[src/hdl/psa_pkg.sv]
// Summary of operation
// - Four-bit legacy status codes per port
// - Legacy enable forces status zero until measured
// - Legacy result held in every mode
// - Measure only when legacy detect enabled
// - One result count equals 4.884 uV
// - Auto mode: detect, classify, power, protect
// - Power-off or disconnect while powered, with no fault in that cycle, restarts detection at once
// - Fault shutdown waits cool-down, then detects
// - Power only after valid detect and class
// - Address 0x20 strap low, else 0x28
// - Overload-cut threshold set from class in the same cycle that power turns on
// - High byte: status above result bits 11..8
package psa_pkg;
	localparam int       NUM_PORTS        = 4;
	localparam int       CLK_MHZ          = 125;
	localparam int       COOL_MS          = 1000;
	localparam int       COOL_CYCLES      = COOL_MS * CLK_MHZ * 1000;
	localparam int       DV_STEP_UV_X1000 = 4884;
	localparam logic [6:0] ADDR_STRAP_LOW  = 7'h20;
	localparam logic [6:0] ADDR_STRAP_HIGH = 7'h28;
	localparam logic [7:0] REG_POWER_STATUS = 8'h10;
	localparam logic [7:0] REG_MODE         = 8'h12;
	localparam logic [7:0] REG_LEGACY_CFG   = 8'h13;
	localparam logic [7:0] REG_DV_BASE      = 8'h68;
	localparam logic [7:0] REG_RESERVED_A   = 8'h1B;
	localparam logic [7:0] REG_RESERVED_B   = 8'h1D;
	localparam logic [7:0] REG_RESERVED_C   = 8'h1E;
	localparam logic [7:0] REG_RESERVED_D   = 8'h1F;
	localparam logic [7:0] REG_RESERVED_E   = 8'h22;
	localparam logic [7:0] REG_RESERVED_F   = 8'h23;
	localparam logic [7:0] REG_RESERVED_G   = 8'h24;
	localparam logic [7:0] REG_RESERVED_H   = 8'h25;
	localparam logic [7:0] REG_RESERVED_I   = 8'h59;
	localparam logic [7:0] MODE_RST         = 8'hFF;
	localparam logic [7:0] LEGACY_CFG_RST   = 8'h00;
	localparam logic [1:0] MODE_AUTO        = 2'h3;
	localparam logic [3:0] LG_RESET         = 4'h0;
	localparam logic [3:0] LG_VALID         = 4'h1;
	localparam logic [3:0] LG_DISCH_TIMEOUT = 4'h2;
	localparam logic [3:0] LG_LOW_TIMEOUT   = 4'h3;
	localparam logic [3:0] LG_CLAMP_FIRST   = 4'h4;
	localparam logic [3:0] LG_CLAMP_SECOND  = 4'h5;
	localparam logic [3:0] LG_LOW_SWING     = 4'h6;
	localparam logic [2:0] CLASS_MAX        = 3'h4;
	typedef enum logic [2:0] {ST_IDLE, ST_DETECT, ST_CLASS, ST_POWER, ST_COOL} psa_state_t;
	typedef enum logic [2:0] {I_IDLE, I_ADDR, I_ACK, I_WR, I_RD, I_RACK} psa_i2c_t;
endpackage

[src/hdl/psa_port_seq.sv]
`timescale 1ns/100ps
module psa_port_seq #(
	parameter int COOL_CYCLES = psa_pkg::COOL_CYCLES
) (
	input  wire logic        ref_clk,
	input  wire logic        srst,
	input  wire logic        auto_en,
	input  wire logic        legacy_en,
	input  wire logic        det_done,
	input  wire logic        det_valid,
	input  wire logic        cls_done,
	input  wire logic [2:0]  cls_class,
	input  wire logic        cls_bad,
	input  wire logic        fault_start,
	input  wire logic        fault_cut,
	input  wire logic        fault_lim,
	input  wire logic        disconnect,
	input  wire logic        power_off_cmd,
	input  wire logic        meas_done,
	input  wire logic [3:0]  meas_status,
	input  wire logic [11:0] meas_dv,
	output logic             det_start,
	output logic             cls_start,
	output logic             meas_req,
	output logic             power_en,
	output logic [2:0]       overload_cut_threshold,
	output logic [3:0]       legacy_dv_status,
	output logic [11:0]      legacy_dv_result
);
	psa_pkg::psa_state_t state_r, state_nxt;
	logic [31:0] cool_r, cool_nxt;
	logic [2:0]  cut_r, cut_nxt;
	logic [3:0]  lst_r, lst_nxt;
	logic [11:0] ldv_r, ldv_nxt;
	logic        len_r;

	always_comb
	begin
		state_nxt = state_r;
		cool_nxt  = cool_r;
		cut_nxt   = cut_r;
		case (state_r)
			psa_pkg::ST_IDLE:
				if (auto_en)
					state_nxt = psa_pkg::ST_DETECT;
			psa_pkg::ST_DETECT:
				if (det_done && det_valid)
					state_nxt = psa_pkg::ST_CLASS;
			psa_pkg::ST_CLASS:
				if (cls_done)
				begin
					// Class above four counts as unknown in auto mode
					if (cls_bad || cls_class > psa_pkg::CLASS_MAX)
						state_nxt = psa_pkg::ST_DETECT;
					else
					begin
						cut_nxt   = cls_class;
						state_nxt = psa_pkg::ST_POWER;
					end
				end
			psa_pkg::ST_POWER:
				if (fault_start || fault_cut || fault_lim)
				begin
					cool_nxt  = 32'h0;
					state_nxt = psa_pkg::ST_COOL;
				end
				else if (power_off_cmd || disconnect)
					state_nxt = psa_pkg::ST_DETECT;
			psa_pkg::ST_COOL:
				if (cool_r >= 32'(COOL_CYCLES - 1))
					state_nxt = psa_pkg::ST_DETECT;
				else
					cool_nxt = cool_r + 32'h1;
			default:
				state_nxt = psa_pkg::ST_IDLE;
		endcase
		if (!auto_en)
			state_nxt = psa_pkg::ST_IDLE;
	end

	always_comb
	begin
		lst_nxt = lst_r;
		ldv_nxt = ldv_r;
		if (legacy_en && !len_r)
			lst_nxt = psa_pkg::LG_RESET;
		// A result landing on the enable edge still wins
		if (legacy_en && meas_done)
		begin
			lst_nxt = meas_status;
			ldv_nxt = meas_dv;
		end
	end

	always_ff @(posedge ref_clk)
	begin
		if (srst)
		begin
			state_r <= psa_pkg::ST_IDLE;
			cool_r  <= 32'h0;
			cut_r   <= 3'h0;
			lst_r   <= psa_pkg::LG_RESET;
			ldv_r   <= 12'h000;
			len_r   <= 1'b0;
		end
		else
		begin
			state_r <= state_nxt;
			cool_r  <= cool_nxt;
			cut_r   <= cut_nxt;
			lst_r   <= lst_nxt;
			ldv_r   <= ldv_nxt;
			len_r   <= legacy_en;
		end
	end

	assign det_start              = state_r == psa_pkg::ST_DETECT;
	assign cls_start              = state_r == psa_pkg::ST_CLASS;
	assign meas_req               = legacy_en && state_r == psa_pkg::ST_DETECT;
	assign power_en               = state_r == psa_pkg::ST_POWER;
	assign overload_cut_threshold = cut_r;
	assign legacy_dv_status       = lst_r;
	assign legacy_dv_result       = ldv_r;
endmodule

[src/hdl/psa_top.sv]
`timescale 1ns/100ps
module psa_top #(
	parameter int NP          = psa_pkg::NUM_PORTS,
	parameter int COOL_CYCLES = psa_pkg::COOL_CYCLES
) (
	input  wire logic           ref_clk,
	input  wire logic           srst,
	input  wire logic           scl_in,
	input  wire logic           sda_in,
	output logic                sda_out,
	output logic                sda_oe,
	input  wire logic           address_select_strap,
	input  wire logic [NP-1:0]  det_done,
	input  wire logic [NP-1:0]  det_valid,
	input  wire logic [NP-1:0]  cls_done,
	input  wire logic [3*NP-1:0] cls_class,
	input  wire logic [NP-1:0]  cls_bad,
	input  wire logic [NP-1:0]  fault_start,
	input  wire logic [NP-1:0]  fault_cut,
	input  wire logic [NP-1:0]  fault_lim,
	input  wire logic [NP-1:0]  disconnect,
	input  wire logic [NP-1:0]  power_off_cmd,
	input  wire logic [NP-1:0]  meas_done,
	input  wire logic [4*NP-1:0] meas_status,
	input  wire logic [12*NP-1:0] meas_dv,
	output logic [NP-1:0]       det_start,
	output logic [NP-1:0]       cls_start,
	output logic [NP-1:0]       meas_req,
	output logic [NP-1:0]       power_en,
	output logic [3*NP-1:0]     overload_cut_threshold
);
	logic [4*NP-1:0]  lg_status;
	logic [12*NP-1:0] lg_result;
	logic       scl_s1_r, scl_s2_r, scl_d_r;
	logic       sda_s1_r, sda_s2_r, sda_d_r;
	logic       strap_s1_r, strap_s2_r, strap_taken_r;
	logic [6:0] dev_addr_r;
	psa_pkg::psa_i2c_t ist_r, ist_nxt;
	logic [7:0] sh_r, sh_nxt;
	logic [3:0] cnt_r, cnt_nxt;
	logic       rw_r, rw_nxt;
	logic       first_r, first_nxt;
	logic       oe_r, oe_nxt;
	logic [7:0] ptr_r, ptr_nxt;
	logic [7:0] mode_r, mode_nxt;
	logic [7:0] lgcfg_r, lgcfg_nxt;
	logic [7:0] snap_r, snap_nxt;
	logic [7:0] rd_data;
	logic       scl_rise, scl_fall, bus_start, bus_stop;

	genvar gp;
	generate
		for (gp = 0; gp < NP; gp++)
		begin : g_port
			psa_port_seq #(.COOL_CYCLES(COOL_CYCLES)) u_seq (
				.ref_clk                (ref_clk),
				.srst                   (srst),
				.auto_en                (mode_r[2*gp+:2] == psa_pkg::MODE_AUTO),
				.legacy_en              (lgcfg_r[gp]),
				.det_done               (det_done[gp]),
				.det_valid              (det_valid[gp]),
				.cls_done               (cls_done[gp]),
				.cls_class              (cls_class[3*gp+:3]),
				.cls_bad                (cls_bad[gp]),
				.fault_start            (fault_start[gp]),
				.fault_cut              (fault_cut[gp]),
				.fault_lim              (fault_lim[gp]),
				.disconnect             (disconnect[gp]),
				.power_off_cmd          (power_off_cmd[gp]),
				.meas_done              (meas_done[gp]),
				.meas_status            (meas_status[4*gp+:4]),
				.meas_dv                (meas_dv[12*gp+:12]),
				.det_start              (det_start[gp]),
				.cls_start              (cls_start[gp]),
				.meas_req               (meas_req[gp]),
				.power_en               (power_en[gp]),
				.overload_cut_threshold (overload_cut_threshold[3*gp+:3]),
				.legacy_dv_status       (lg_status[4*gp+:4]),
				.legacy_dv_result       (lg_result[12*gp+:12])
			);
		end
	endgenerate

	function automatic logic [7:0] dv_addr(input int p, input logic hi);
		dv_addr = psa_pkg::REG_DV_BASE + 8'(2 * p) + {7'h00, hi};
	endfunction

	assign scl_rise  = scl_s2_r && !scl_d_r;
	assign scl_fall  = !scl_s2_r && scl_d_r;
	assign bus_start = scl_s2_r && scl_d_r && sda_d_r && !sda_s2_r;
	assign bus_stop  = scl_s2_r && scl_d_r && !sda_d_r && sda_s2_r;

	// High byte is frozen when its low byte is fetched, so a pair reads coherently
	always_comb
	begin
		rd_data  = 8'h00;
		snap_nxt = snap_r;
		if (ptr_r == psa_pkg::REG_MODE)
			rd_data = mode_r;
		if (ptr_r == psa_pkg::REG_LEGACY_CFG)
			rd_data = lgcfg_r;
		if (ptr_r == psa_pkg::REG_POWER_STATUS)
			rd_data = 8'(power_en);
		for (int p = 0; p < NP; p++)
		begin
			if (ptr_r == dv_addr(p, 1'b0))
			begin
				rd_data  = lg_result[12*p+:8];
				snap_nxt = {lg_status[4*p+:4], lg_result[12*p+8+:4]};
			end
			if (ptr_r == dv_addr(p, 1'b1))
				rd_data = snap_r;
		end
	end

	always_comb
	begin
		ist_nxt   = ist_r;
		sh_nxt    = sh_r;
		cnt_nxt   = cnt_r;
		rw_nxt    = rw_r;
		first_nxt = first_r;
		oe_nxt    = oe_r;
		ptr_nxt   = ptr_r;
		mode_nxt  = mode_r;
		lgcfg_nxt = lgcfg_r;
		if (bus_start)
		begin
			ist_nxt = psa_pkg::I_ADDR;
			cnt_nxt = 4'h0;
			oe_nxt  = 1'b0;
		end
		else if (bus_stop)
		begin
			ist_nxt = psa_pkg::I_IDLE;
			oe_nxt  = 1'b0;
		end
		else
		begin
			case (ist_r)
				psa_pkg::I_IDLE:
					oe_nxt = 1'b0;
				psa_pkg::I_ADDR, psa_pkg::I_WR:
					if (scl_rise)
					begin
						sh_nxt  = {sh_r[6:0], sda_s2_r};
						cnt_nxt = cnt_r + 4'h1;
					end
					else if (scl_fall && cnt_r == 4'h8)
					begin
						if (ist_r == psa_pkg::I_ADDR)
						begin
							if (sh_r[7:1] == dev_addr_r)
							begin
								rw_nxt    = sh_r[0];
								first_nxt = !sh_r[0];
								oe_nxt    = 1'b1;
								ist_nxt   = psa_pkg::I_ACK;
							end
							else
								ist_nxt = psa_pkg::I_IDLE;
						end
						else
						begin
							// Reserved locations are simply not decoded
							if (first_r)
								ptr_nxt = sh_r;
							else
							begin
								if (ptr_r == psa_pkg::REG_MODE)
									mode_nxt = sh_r;
								if (ptr_r == psa_pkg::REG_LEGACY_CFG)
									lgcfg_nxt = {4'h0, sh_r[3:0]};
								ptr_nxt = ptr_r + 8'h01;
							end
							first_nxt = 1'b0;
							oe_nxt    = 1'b1;
							ist_nxt   = psa_pkg::I_ACK;
						end
					end
				psa_pkg::I_ACK:
					if (scl_fall)
					begin
						if (rw_r)
						begin
							oe_nxt  = !rd_data[7];
							sh_nxt  = {rd_data[6:0], 1'b0};
							cnt_nxt = 4'h1;
							ptr_nxt = ptr_r + 8'h01;
							ist_nxt = psa_pkg::I_RD;
						end
						else
						begin
							oe_nxt  = 1'b0;
							cnt_nxt = 4'h0;
							ist_nxt = psa_pkg::I_WR;
						end
					end
				psa_pkg::I_RD:
					if (scl_fall)
					begin
						if (cnt_r == 4'h8)
						begin
							oe_nxt  = 1'b0;
							ist_nxt = psa_pkg::I_RACK;
						end
						else
						begin
							oe_nxt  = !sh_r[7];
							sh_nxt  = {sh_r[6:0], 1'b0};
							cnt_nxt = cnt_r + 4'h1;
						end
					end
				psa_pkg::I_RACK:
					if (scl_rise)
						ist_nxt = sda_s2_r ? psa_pkg::I_IDLE : psa_pkg::I_ACK;
				default:
					ist_nxt = psa_pkg::I_IDLE;
			endcase
		end
	end

	always_ff @(posedge ref_clk)
	begin
		// Strap synchroniser runs through reset, so the capture after release sees the pin
		strap_s1_r <= address_select_strap;
		strap_s2_r <= strap_s1_r;
		if (srst)
		begin
			scl_s1_r      <= 1'b1;
			scl_s2_r      <= 1'b1;
			scl_d_r       <= 1'b1;
			sda_s1_r      <= 1'b1;
			sda_s2_r      <= 1'b1;
			sda_d_r       <= 1'b1;
			strap_taken_r <= 1'b0;
			dev_addr_r    <= psa_pkg::ADDR_STRAP_HIGH;
			ist_r         <= psa_pkg::I_IDLE;
			sh_r          <= 8'h00;
			cnt_r         <= 4'h0;
			rw_r          <= 1'b0;
			first_r       <= 1'b0;
			oe_r          <= 1'b0;
			ptr_r         <= 8'h00;
			mode_r        <= psa_pkg::MODE_RST;
			lgcfg_r       <= psa_pkg::LEGACY_CFG_RST;
			snap_r        <= 8'h00;
		end
		else
		begin
			scl_s1_r   <= scl_in;
			scl_s2_r   <= scl_s1_r;
			scl_d_r    <= scl_s2_r;
			sda_s1_r   <= sda_in;
			sda_s2_r   <= sda_s1_r;
			sda_d_r    <= sda_s2_r;
			// Strap is sampled once after the synchroniser has filled
			if (!strap_taken_r)
			begin
				strap_taken_r <= 1'b1;
				dev_addr_r    <= strap_s2_r ? psa_pkg::ADDR_STRAP_HIGH
				                            : psa_pkg::ADDR_STRAP_LOW;
			end
			ist_r   <= ist_nxt;
			sh_r    <= sh_nxt;
			cnt_r   <= cnt_nxt;
			rw_r    <= rw_nxt;
			first_r <= first_nxt;
			oe_r    <= oe_nxt;
			ptr_r   <= ptr_nxt;
			mode_r  <= mode_nxt;
			lgcfg_r <= lgcfg_nxt;
			if (ist_r == psa_pkg::I_ACK && rw_r && scl_fall)
				snap_r <= snap_nxt;
		end
	end

	assign sda_out = 1'b0;
	assign sda_oe  = oe_r;
endmodule

[config.mk]
export PLATFORM = sky130hd
export DESIGN_NAME = psa_top
export DESIGN_NICKNAME = d
export VERILOG_FILES = /design/src/hdl/psa_pkg.sv /design/src/hdl/psa_port_seq.sv /design/src/hdl/psa_top.sv
export SDC_FILE = /design/constraint.sdc
export NUM_CORES = 1
export LEC_CHECK = 0
export BUFFER_PORTS_ARGS = -buffer_cell sky130_fd_sc_hd__buf_4
export CORE_MARGIN = 10
export CORE_UTILIZATION = 59
export CTS_CLUSTER_SIZE = 28
export DETAILED_ROUTE_END_ITERATION = 16
export PLACE_DENSITY = 0.8
export SYNTH_ARGS = -nofsm -noshare
export SYNTH_HDL_FRONTEND = slang
export SYNTH_SLANG_ARGS = --single-unit
[constraint.sdc]
create_clock -name ref_clk -period 2.7 [get_ports ref_clk]
set_input_delay 0.675 -clock ref_clk [delete_from_list [all_inputs] [get_ports ref_clk]]
set_output_delay 0.675 -clock ref_clk [all_outputs]
set_load 0.02 [all_outputs]
=== After elaboration in Yosys (flattened, before gate mapping) ===
Index checks and enable logic that the tools add are counted.

* $add $sub $neg: 6
* Bitwise logic cells: 14
* Mux-type cells: 108
* $lt $le $gt $ge: 8
* Equal/unequal tests: 81
* Reduce and logical (&&, ||, !) cells: 100

{| class="wikitable"
|+ Operator list
! operator !! count
|-
| $mux W32 || 8
|-
| $pmux W32 S2 || 4
|-
| $mux W8 || 26
|-
| $add A32 B1 Y32 const B || 4
|-
| $ge A32 B27 Y1 const B || 4
|-
| $mux W3 || 28
|-
| $pmux W3 S5 || 5
|-
| $eq A8 B7 Y1 const B || 8
|-
| $mux W4 || 13
|-
| $ne A2 B2 Y1 const B || 26
|-
| $reduce_and A8 Y1 || 4
|-
| $eq A3 B2 Y1 const B || 10
|-
| $logic_and A1 B1 Y1 || 26
|-
| $eq A8 B5 Y1 const B || 3
|-
| $ne A4 B4 Y1 const B || 6
|-
| $pmux W8 S3 || 1
|-
| $reduce_and A3 Y1 || 8
|-
| $reduce_and A7 Y1 || 3
|-
| $eq A3 B3 Y1 const B || 6
|-
| $ne A3 B3 Y1 const B || 6
|-
| $reduce_and A6 Y1 || 3
|-
| $reduce_bool A2 Y1 || 9
|-
| $logic_or A1 B1 Y1 || 16
|-
| $pmux W8 S2 || 1
|-
| other kinds (21) || 89
|}

* Register bits after elaboration: 282
* Bits of input ports: 121
* Word-level logic and storage cells: 362
* Output and inout port bits: 30

=== Longest topological paths before layout ===
Gate-level depths: netlist (run 1).

* Depth in word-level cells: 16
* Mapped depth: 10
* Gate-level depth less buffers: 9

=== Modules after synthesis ===
A second synthesis (run 1) with hierarchy kept.

* Cells, all modules: 1795
* Area, all modules: 14292.5 µm²

{| class="wikitable"
|+ By module, submodules not included
! module !! area each (µm²) !! cells an instance !! instances !! sequential area each (µm²)
|-
| psa_port_seq (g_port[0].u_seq ...) || 2612.5 || 320 || 3 || 1101.1
|-
| psa_top || 3827.4 || 506 || 1 || 1121.1
|-
| psa_port_seq (g_port[3].u_seq) || 2627.5 || 329 || 1 || 1101.1
|}

=== Least setup slack after synthesis (run 1) ===
OpenSTA, ideal clock, no wires.

* Kind: reg-to-reg
* From: register cnt_r[0]
* To: register sh_r[2]
* Period minus slack after synthesis: 2.283 ns
* Data required time: 2.625 ns
* Library setup time: 0.075 ns
* Buffers on the path: 1
* Slack: 0.417 ns
* Data arrival time: 2.208 ns
* Stages on the path, launching flop included: 10
* Path through: dfxtp_1 > inv_1 > ha_1 > nand3b_1 > a21oi_2 > o32a_4 > or4_1 > buf_2 > a221o_1 > o22ai_1

* Longest elaborated chain between the ends: 3

{| class="wikitable"
|+ RTL lines
! item !! RTL line !! RTL
|-
| start, declared || psa_top.sv:40 || <nowiki>logic [3:0] cnt_r, cnt_nxt;</nowiki>
|-
| start signal, assigned || psa_top.sv:266 || <nowiki>cnt_r <= cnt_nxt;</nowiki>
|-
| $eq A4 B4 Y1 || psa_top.sv:202 || <nowiki>if (cnt_r == 4'h8)</nowiki>
|-
| $ne A2 B2 Y1 (no source line) || - ||
|-
| $reduce_and A8 Y1 (no source line) || - ||
|-
| end signal, assigned || psa_top.sv:265 || <nowiki>sh_r <= sh_nxt;</nowiki>
|-
| end, declared || psa_top.sv:39 || <nowiki>logic [7:0] sh_r, sh_nxt;</nowiki>
|}

No other way between the ends.
A chain may end at the register's enable or synchronous reset.

=== Worst setup path in the final report (run 1) ===
* From: register g_port[2].u_seq.state_r[1]
* To: register g_port[2].u_seq.cool_r[24]

* Longest elaborated chain between the ends: 3
* Elaborated cells on any way between the ends: 7
* Those cells by class: eq/ne (4); mux (1); reduce/logical (2)

{| class="wikitable"
|+ RTL lines
! item !! RTL line !! RTL
|-
| start, declared || psa_port_seq.sv:30 || <nowiki>psa_pkg::psa_state_t state_r, state_nxt;</nowiki>
|-
| start signal, assigned || psa_port_seq.sv:99 || <nowiki>state_r <= psa_pkg::ST_IDLE;</nowiki>
|-
| start signal, assigned || psa_port_seq.sv:108 || <nowiki>state_r <= state_nxt;</nowiki>
|-
| $eq A3 B2 Y1 / $eq A3 B3 Y1 (equally long branches) || psa_port_seq.sv:42 || <nowiki>case (state_r)</nowiki>
|-
| $ne A2 B2 Y1 (no source line) / $reduce_bool A2 Y1 (equally long branches) || - ||
|-
| $reduce_and A3 Y1 (no source line) || - ||
|-
| end signal, assigned || psa_port_seq.sv:109 || <nowiki>cool_r <= cool_nxt;</nowiki>
|-
| end, declared || psa_port_seq.sv:31 || <nowiki>logic [31:0] cool_r, cool_nxt;</nowiki>
|}

Parallel ways exist; a longest one is shown, timed or not.

==> results of run 1 <==
## layout by cell type (no fill, tap or decap), types with 22 or more instances in the layout
cell type and count:
xor2_1 22, clkbuf_16 31, and2_1 33, a211oi_1 25, dfxtp_1 276, a22oi_1 25
xnor2_1 57, nor2_1 225, inv_1 34, a21oi_1 116, nand4_1 28, buf_4 185
nand2_1 211, nand3_1 68, o21ai_0 48, and3_1 24, mux2i_1 32, nor3_1 45
## cell type report
| class | count | area (µm²) | share of cell area |
|---|---|---|---|
| timing repair buffer | 185 | 1389 | 0.08782 |
| tap | 285 | 356.6 | 0.02255 |
| inverter | 36 | 135.1 | 0.008544 |
| clock inverter | 15 | 257.7 | 0.01630 |
| multi-input combinational | 1242 | 7282 | 0.4604 |
| clock buffer | 40 | 869.6 | 0.05498 |
| sequential | 276 | 5525 | 0.3494 |
## layer usage
layer  vias to the layer above  routed length [µm]
li1                       6040                   -
met1                      5787               14900
met2                       461               16690
met3                        93                2330
met4                         0                1175
met5                         -                   0
## through the flow
step	worst slack (ps)	power, mW	cells	instance area [µm²]	utilization
3_3_place_gp	164.3	4.941	2024	14680	0.6525
2_1_floorplan	416.7	4.688	1654	13400	-
6_report	201.5	9.467	2079	15820	0.7028
5_1_grt	15.20	9.755	2079	15820	0.7028
3_5_place_dp	130.5	4.954	2024	14680	0.6525
4_1_cts	185.7	9.507	2079	15810	0.7026
## worst max-delay path by stage
stage,startpoint,to,slack (ps)
final,g_port[2].u_seq.state_r[1]$_SDFFE_PP0P_,g_port[2].u_seq.cool_r[24]$_SDFFE_PP0P_,200
after floorplan,cnt_r[0]$_SDFFE_PP0P_,sh_r[2]$_SDFFE_PP0P_,420
after global placement,fault_cut[2],g_port[2].u_seq.cool_r[29]$_SDFFE_PP0P_,160
after global routing,g_port[2].u_seq.state_r[1]$_SDFFE_PP0P_,g_port[2].u_seq.cool_r[10]$_SDFFE_PP0P_,20
after detailed placement,fault_cut[2],g_port[2].u_seq.cool_r[14]$_SDFFE_PP0P_,130
after CTS,g_port[0].u_seq.cool_r[0]$_SDFFE_PP0P_,g_port[0].u_seq.cool_r[18]$_SDFFE_PP0P_,190
## power by group
group | leakage [nW] | internal, mW | switching [mW]
clock | 0.560 | 2.92 | 1.68
sequential | 2.23 | 4.12 | 0.0599
combinational | 3.29 | 0.300 | 0.397
## worst max-delay path, delay by kind of cell, from the launching register on
| kind | cells | cell delay, ps |
|---|---|---|
| flip-flops | 1 | 460 |
| AND/OR/NAND/NOR | 7 | 1770 |
| buffers and inverters | 1 | 210 |
## logic make-up (layout without fill, tap and decap cells)
| logic type | count (synthesis) | in the layout | share of synthesized area |
|---|---|---|---|
| AND/OR/NAND/NOR | 788 | 788 | 0.2944 |
| adder cells (fa/ha/maj) | 11 | 11 | 0.01008 |
| buffers and inverters | 136 | 276 | 0.04500 |
| AO/OA/AOI/OAI | 331 | 331 | 0.1625 |
| flip-flops | 276 | 276 | 0.4123 |
| multiplexers | 32 | 32 | 0.02390 |
| XOR/XNOR | 79 | 79 | 0.05163 |
| other | 1 | 1 | 0.0002798 |
## sequential cells by signal (all words and copies together), names as in the netlist, 3 cells and up
signal                               cells
ist_r                                    3
cnt_r                                    4
ptr_r                                    8
snap_r                                   8
lgcfg_r                                  4
g_port.u_seq.overload_cut_threshold     12
g_port.u_seq.cool_r                    128
sh_r                                     8
g_port.u_seq.legacy_dv_status           16
mode_r                                   8
g_port.u_seq.state_r                    12
g_port.u_seq.legacy_dv_result           48
g_port.u_seq.len_r                       4
==> flow_summary_export.csv, run 1 <==
group,metric,value,unit
run_status,status,"complete, no violations",
sta,fmax,400.2,MHz
synth,synth_common_cells,"276 x dfxtp_1, 225 x nor2_1, 211 x nand2_1",
sta,fin_crit,2499,ps
finish,area_growth,18.01,%
finish,num_antenna_cells,0,
critical_path,crit_path_max_fanout,8,
global_route,grt_pass1_wl,57260,µm
critical_path,slowest_stage,"or4b_1",
synth,synth_top_area_share,0.4123,
synth,yosysSeqAreaShare,0.4123,
sta,slew_headroom,0.4677,
placement,io_buffers,149,
detailed_routing,drtAntennaViolNets,0,
flow_run,maxCapViolCount,0,
pwr,leakagePower,6.074,nW
floorplan,num_rows,55,
global_route,antenna_found_initial,0,
hold_path,holdPathEnd,"strap_s1_r$_DFF_P_",
detailed_routing,drtIter0Drc,998,
finish,drive_gt1_frac,0.1600,
clock_tree,clk_latency,560,ps
clock_tree,cts_resized,0,
critical_path,critPathArrivalTime,3000,ps
global_route,grt_pass1_vias,11700,
sta,hold_viol,0,
synth,synth_top_cell_by_area,"dfxtp_1",
floorplan,core,0.02250,mm²
critical_path,critPathCaptureType,"register",
critical_path,regToRegSetupSlack,200,ps
synth,synth_edf_count,0,
synth,synth.ff_latch_count,276,
global_route,grt_max_degree,82,
hold_path,min_delay_path_depth,1,
global_route,grt.overflow.total,0,
placement,place_congestion,0.9022,
critical_path,worstReg2RegStart,"g_port[2].u_seq.state_r[1]$_SDFFE_PP0P_",
clock_tree,max-clock-path-buffers,3,
detailed_routing,dr.pass1.iters,6,
synth,dominantRegCellSynth,"dfxtp_1",
sta,tightest_slew,798.4,ps
detailed_routing,wirelength,35100,µm
synth,synth_most_common_cell,"dfxtp_1",
pwr,power_density,598.6,mW/mm²
clock_tree,cts_hold_buffers,0,
global_route,met1_usage,0.2934,
critical_path,worstPathCellList,"and3b_1 > and2b_1 > or2_2 > nand3_1 > buf_4 > nor3_4 > or4b_1 > nand2_1",
sta,min_period_over_period,0.9254,
synth,synthTopCellsByArea,"dfxtp_1 41%, nor2_1 6.3%, nand2_1 5.9%",
global_route,busiest_layer,"met2",
hold_path,holdCritStartpoint,"address_select_strap",
synth,yosysWarnings,0,
floorplan,die_area,0.02914,mm²
sta,rsz0062_at_grt,"no",
detailed_routing,wl_per_cell,16.88,µm
critical_path,cp.required,3210,ps
detailed_routing,route.detailed.drc,0,
sta,finalMaxSlewViolations,0,
synth,synthesis.nets,1785,
hold_path,hp-class,"input pin to register",
critical_path,critPathMaxStageDelay,470,ps
synth,avgSynthCellArea,8.103,µm²
synth,syn_inst,1654,
placement,place_hpwl,25350,µm
sta,hold_ws,219.8,ps
pwr,vdd_ir_drop_max,0.0004360,V
clock_tree,clk_pin_slew_worst_paths,60,ps
global_route,grt_use_met3,0.03756,
detailed_routing,dr_total_vias,12380,
floorplan,pin_count,151,
detailed_routing,vias_per_cell,5.955,
sta,setup_violations,0,
synth,async_flop_share,0,
clock_tree,cts-root-buf,"clkbuf_16",
clock_tree,cts_tree,"yes",
finish,fill_cells,1822,
synth,ys_types,96,
floorplan,dieWidth,170.7,µm
finish,fin_nets,1902,
clock_tree,clock-sinks,276,
clock_tree,postCtsSetupRepairBufs,0,
sta,setup_tns,0,ps
sta,fin_worst_skew,9.661,ps
clock_tree,htree_levels,1,
synth,syn-cell-area,0.01340,mm²
clock_tree,cts_buffers,30,
critical_path,reg2regPathDepth,8,
global_route,use_met2,0.3961,
floorplan,initial_core_util,0.5956,
critical_path,cp-start-kind,"register",
critical_path,crit_type,"register to register",
critical_path,worstReg2RegEnd,"g_port[2].u_seq.cool_r[24]$_SDFFE_PP0P_",
floorplan,die_h,170.7,µm
global_route,grt_usage,0.2335,
(Power assumes the default switching activity.)
==> run 2: changes to the inputs <==
--- a/config.mk
+++ b/config.mk
@@ -6,6 +6,7 @@
 export NUM_CORES = 1
 export LEC_CHECK = 0
 export BUFFER_PORTS_ARGS = -buffer_cell sky130_fd_sc_hd__buf_4
+export CORE_ASPECT_RATIO = 0.75
 export CORE_MARGIN = 10
 export CORE_UTILIZATION = 59
 export CTS_CLUSTER_SIZE = 28
==> run 2 against run 1 <==
  * Count of clock-buffer cells in the layout increased by 4
  * Register-to-register slack improved by 20 ps
  * Largest cell class unchanged
  * Worst setup slack improved by 23 ps
  * Design area decreased by 0.87%
  * Cell count increased by 0.58%
  * Routed wire length increased by 6.0%
  * Critical path depth unchanged
  * Non-clock buffer count increased by 7
  * Hold slack improved by 21 ps
  * Critical path type unchanged
  * Sequential share of layout area increased by 0.31 points
  * Global-route usage increased by 1.1 points
==> flow_summary_export.csv, run 2 (synthesized netlist as in run 1, its figures left out) <==
group,metric,value,unit
placement,place_congestion,0.9330,
floorplan,die_h,150.5,µm
critical_path,critical_path.top_delay_family,"compound AO/OA/AOI/OAI gates",
global_route,grt_pass1_wl,60630,µm
global_route,antenna_found_initial,0,
pwr,intPower,6.628,mW
pwr,combPwrFrac,0.081,
pwr,seq_power_share,0.480,
detailed_routing,dr.pass1.iters,10,
hold_path,min_delay_path_depth,1,
global_route,grt.overflow.total,0,
critical_path,worstPathCellList,"inv_1 > ha_1 > nand3b_1 > a21oi_2 > o32a_4 > or4_1 > a221o_1 > o22ai_1",
floorplan,core,0.02223,mm²
sta,setup_ws,224.5,ps
sta,finalMaxSlewViolations,0,
clock_tree,cts-root-buf,"clkbuf_16",
floorplan,initial_core_util,0.6029,
critical_path,reg2regPathDepth,8,
detailed_routing,dr_total_vias,12600,
sta,min_period_over_period,0.9168,
detailed_routing,wl_per_cell,17.79,µm
critical_path,slowest_stage,"or4_1",
critical_path,critPathCaptureType,"register",
clock_tree,clock-sinks,276,
clock_tree,clk_latency,540,ps
detailed_routing,vias_per_cell,6.025,
finish,layout_common_cells,"276 x dfxtp_1, 225 x nor2_1, 211 x nand2_1",
sta,hold_viol,0,
sta,slew_headroom,0.4048,
critical_path,cp.required,3170,ps
global_route,grt_use_met3,0.05622,
finish,num_antenna_cells,0,
sta,setup_violations,0,
placement,place_hpwl,27600,µm
hold_path,hp-class,"input pin to register",
detailed_routing,drtIter0Drc,1136,
sta,fin_worst_skew,15.75,ps
critical_path,cp.depth,8,
sta,setup_tns,0,ps
finish,area_growth,16.98,%
placement,dpl_worst_slack,186.7,ps
finish,layout_commonest_cell,"dfxtp_1",
global_route,met1_usage,0.3476,
floorplan,pin_count,151,
pwr,clockPowerShare,0.439,
clock_tree,cts_buffers,28,
critical_path,crit_path_max_fanout,10,
pwr,p_sw,2.064,mW
clock_tree,postCtsSetupRepairBufs,0,
floorplan,dieWidth,194.0,µm
run_status,status,"complete, no violations",
clock_tree,cts_hold_buffers,0,
pwr,vdd_ir_drop_max,0.0004843,V
global_route,grt_usage,0.2444,
floorplan,die_area,0.02921,mm²
global_route,grt_pass1_vias,11850,
detailed_routing,route.detailed.drc,0,
critical_path,cp-start-kind,"register",
sta,rsz0062_at_grt,"no",
critical_path,crit_type,"register to register",
finish,largest_reg_flops,128,
pwr,p_sw_frac,0.2374,
clock_tree,cts_tree,"yes",
clock_tree,cts_resized,0,
critical_path,critPathArrivalTime,2940,ps
clock_tree,htree_levels,1,
detailed_routing,wirelength,37200,µm
placement,place_area,0.01476,mm²
pwr,leakagePower,5.997,nW
sta,hold_ws,241.1,ps
global_route,grt_max_degree,50,
finish,post-route-cell-area,0.01568,mm²
clock_tree,clk_pin_slew_worst_paths,60,ps
placement,io_buffers,149,
critical_path,path_buf_inv,1,
global_route,use_met2,0.3755,
finish,drive_gt1_frac,0.1586,
clock_tree,max-clock-path-buffers,3,
sta,fin_crit,2475,ps
pwr,power_density,554.4,mW/mm²
sta,tightest_slew,885.4,ps
finish,regMostFlops,"g_port.u_seq.cool_r",
finish,fill_cells,1810,
flow_run,maxCapViolCount,0,
finish,fin_nets,1907,
pwr,power.total,8.692,mW
critical_path,critPathMaxStageDelay,680,ps
detailed_routing,drtAntennaViolNets,0,
global_route,busiest_layer,"met2",
floorplan,num_rows,47,
sta,fmax,404.0,MHz
[run 2: power groups by stage]
stage | logic [mW] | registers (mW) | clock network, mW
floorplan | 0.436 | 4.25 | 0
global placement | 0.681 | 4.26 | 0
detailed placement | 0.692 | 4.26 | 0
CTS | 0.695 | 4.17 | 3.86
global route | 0.767 | 4.18 | 4.02
finish | 0.701 | 4.18 | 3.82
[run 2: path summary, 6_finish.rpt]
check | from | to | slack (ps)
max reg2reg | cnt_r[0]$_SDFFE_PP0P_ | sh_r[2]$_SDFFE_PP0P_ | 220
min | address_select_strap | strap_s1_r$_DFF_P_ | 240
min reg2reg | strap_s1_r$_DFF_P_ | strap_s2_r$_DFF_P_ | 360
max | cnt_r[0]$_SDFFE_PP0P_ | sh_r[2]$_SDFFE_PP0P_ | 220
[run 2: final cells by class]
cell class                 count  area, µm²  area share
sequential                   276       5525      0.3524
timing repair buffer         192       1454     0.09274
clock inverter                 7      77.57    0.004948
tap                          294      367.9     0.02346
inverter                      36      135.1    0.008619
multi-input combinational   1242       7287      0.4648
clock buffer                  44      830.8     0.05299
[run 2: metal layers]
layer	vias to the layer above	wire, µm
met5	-	0
met4	0	425
met2	535	15590
met3	36	3680
li1	6047	-
met1	5981	17500
[run 2: per-stage QoR]
stage / cells / util
2_1_floorplan: 1654 / -
3_3_place_gp: 2040 / 0.6640
3_5_place_dp: 2040 / 0.6640
4_1_cts: 2091 / 0.7048
5_1_grt: 2091 / 0.7053
6_report: 2091 / 0.7053
[run 2: worst reg2reg max path, stage by stage, from the launching register on]
cell	delay, ps
dfxtp_1	390
inv_1	80
ha_1	200
nand3b_1	120
a21oi_2	70
o32a_4	360
or4_1	690
a221o_1	340
o22ai_1	150
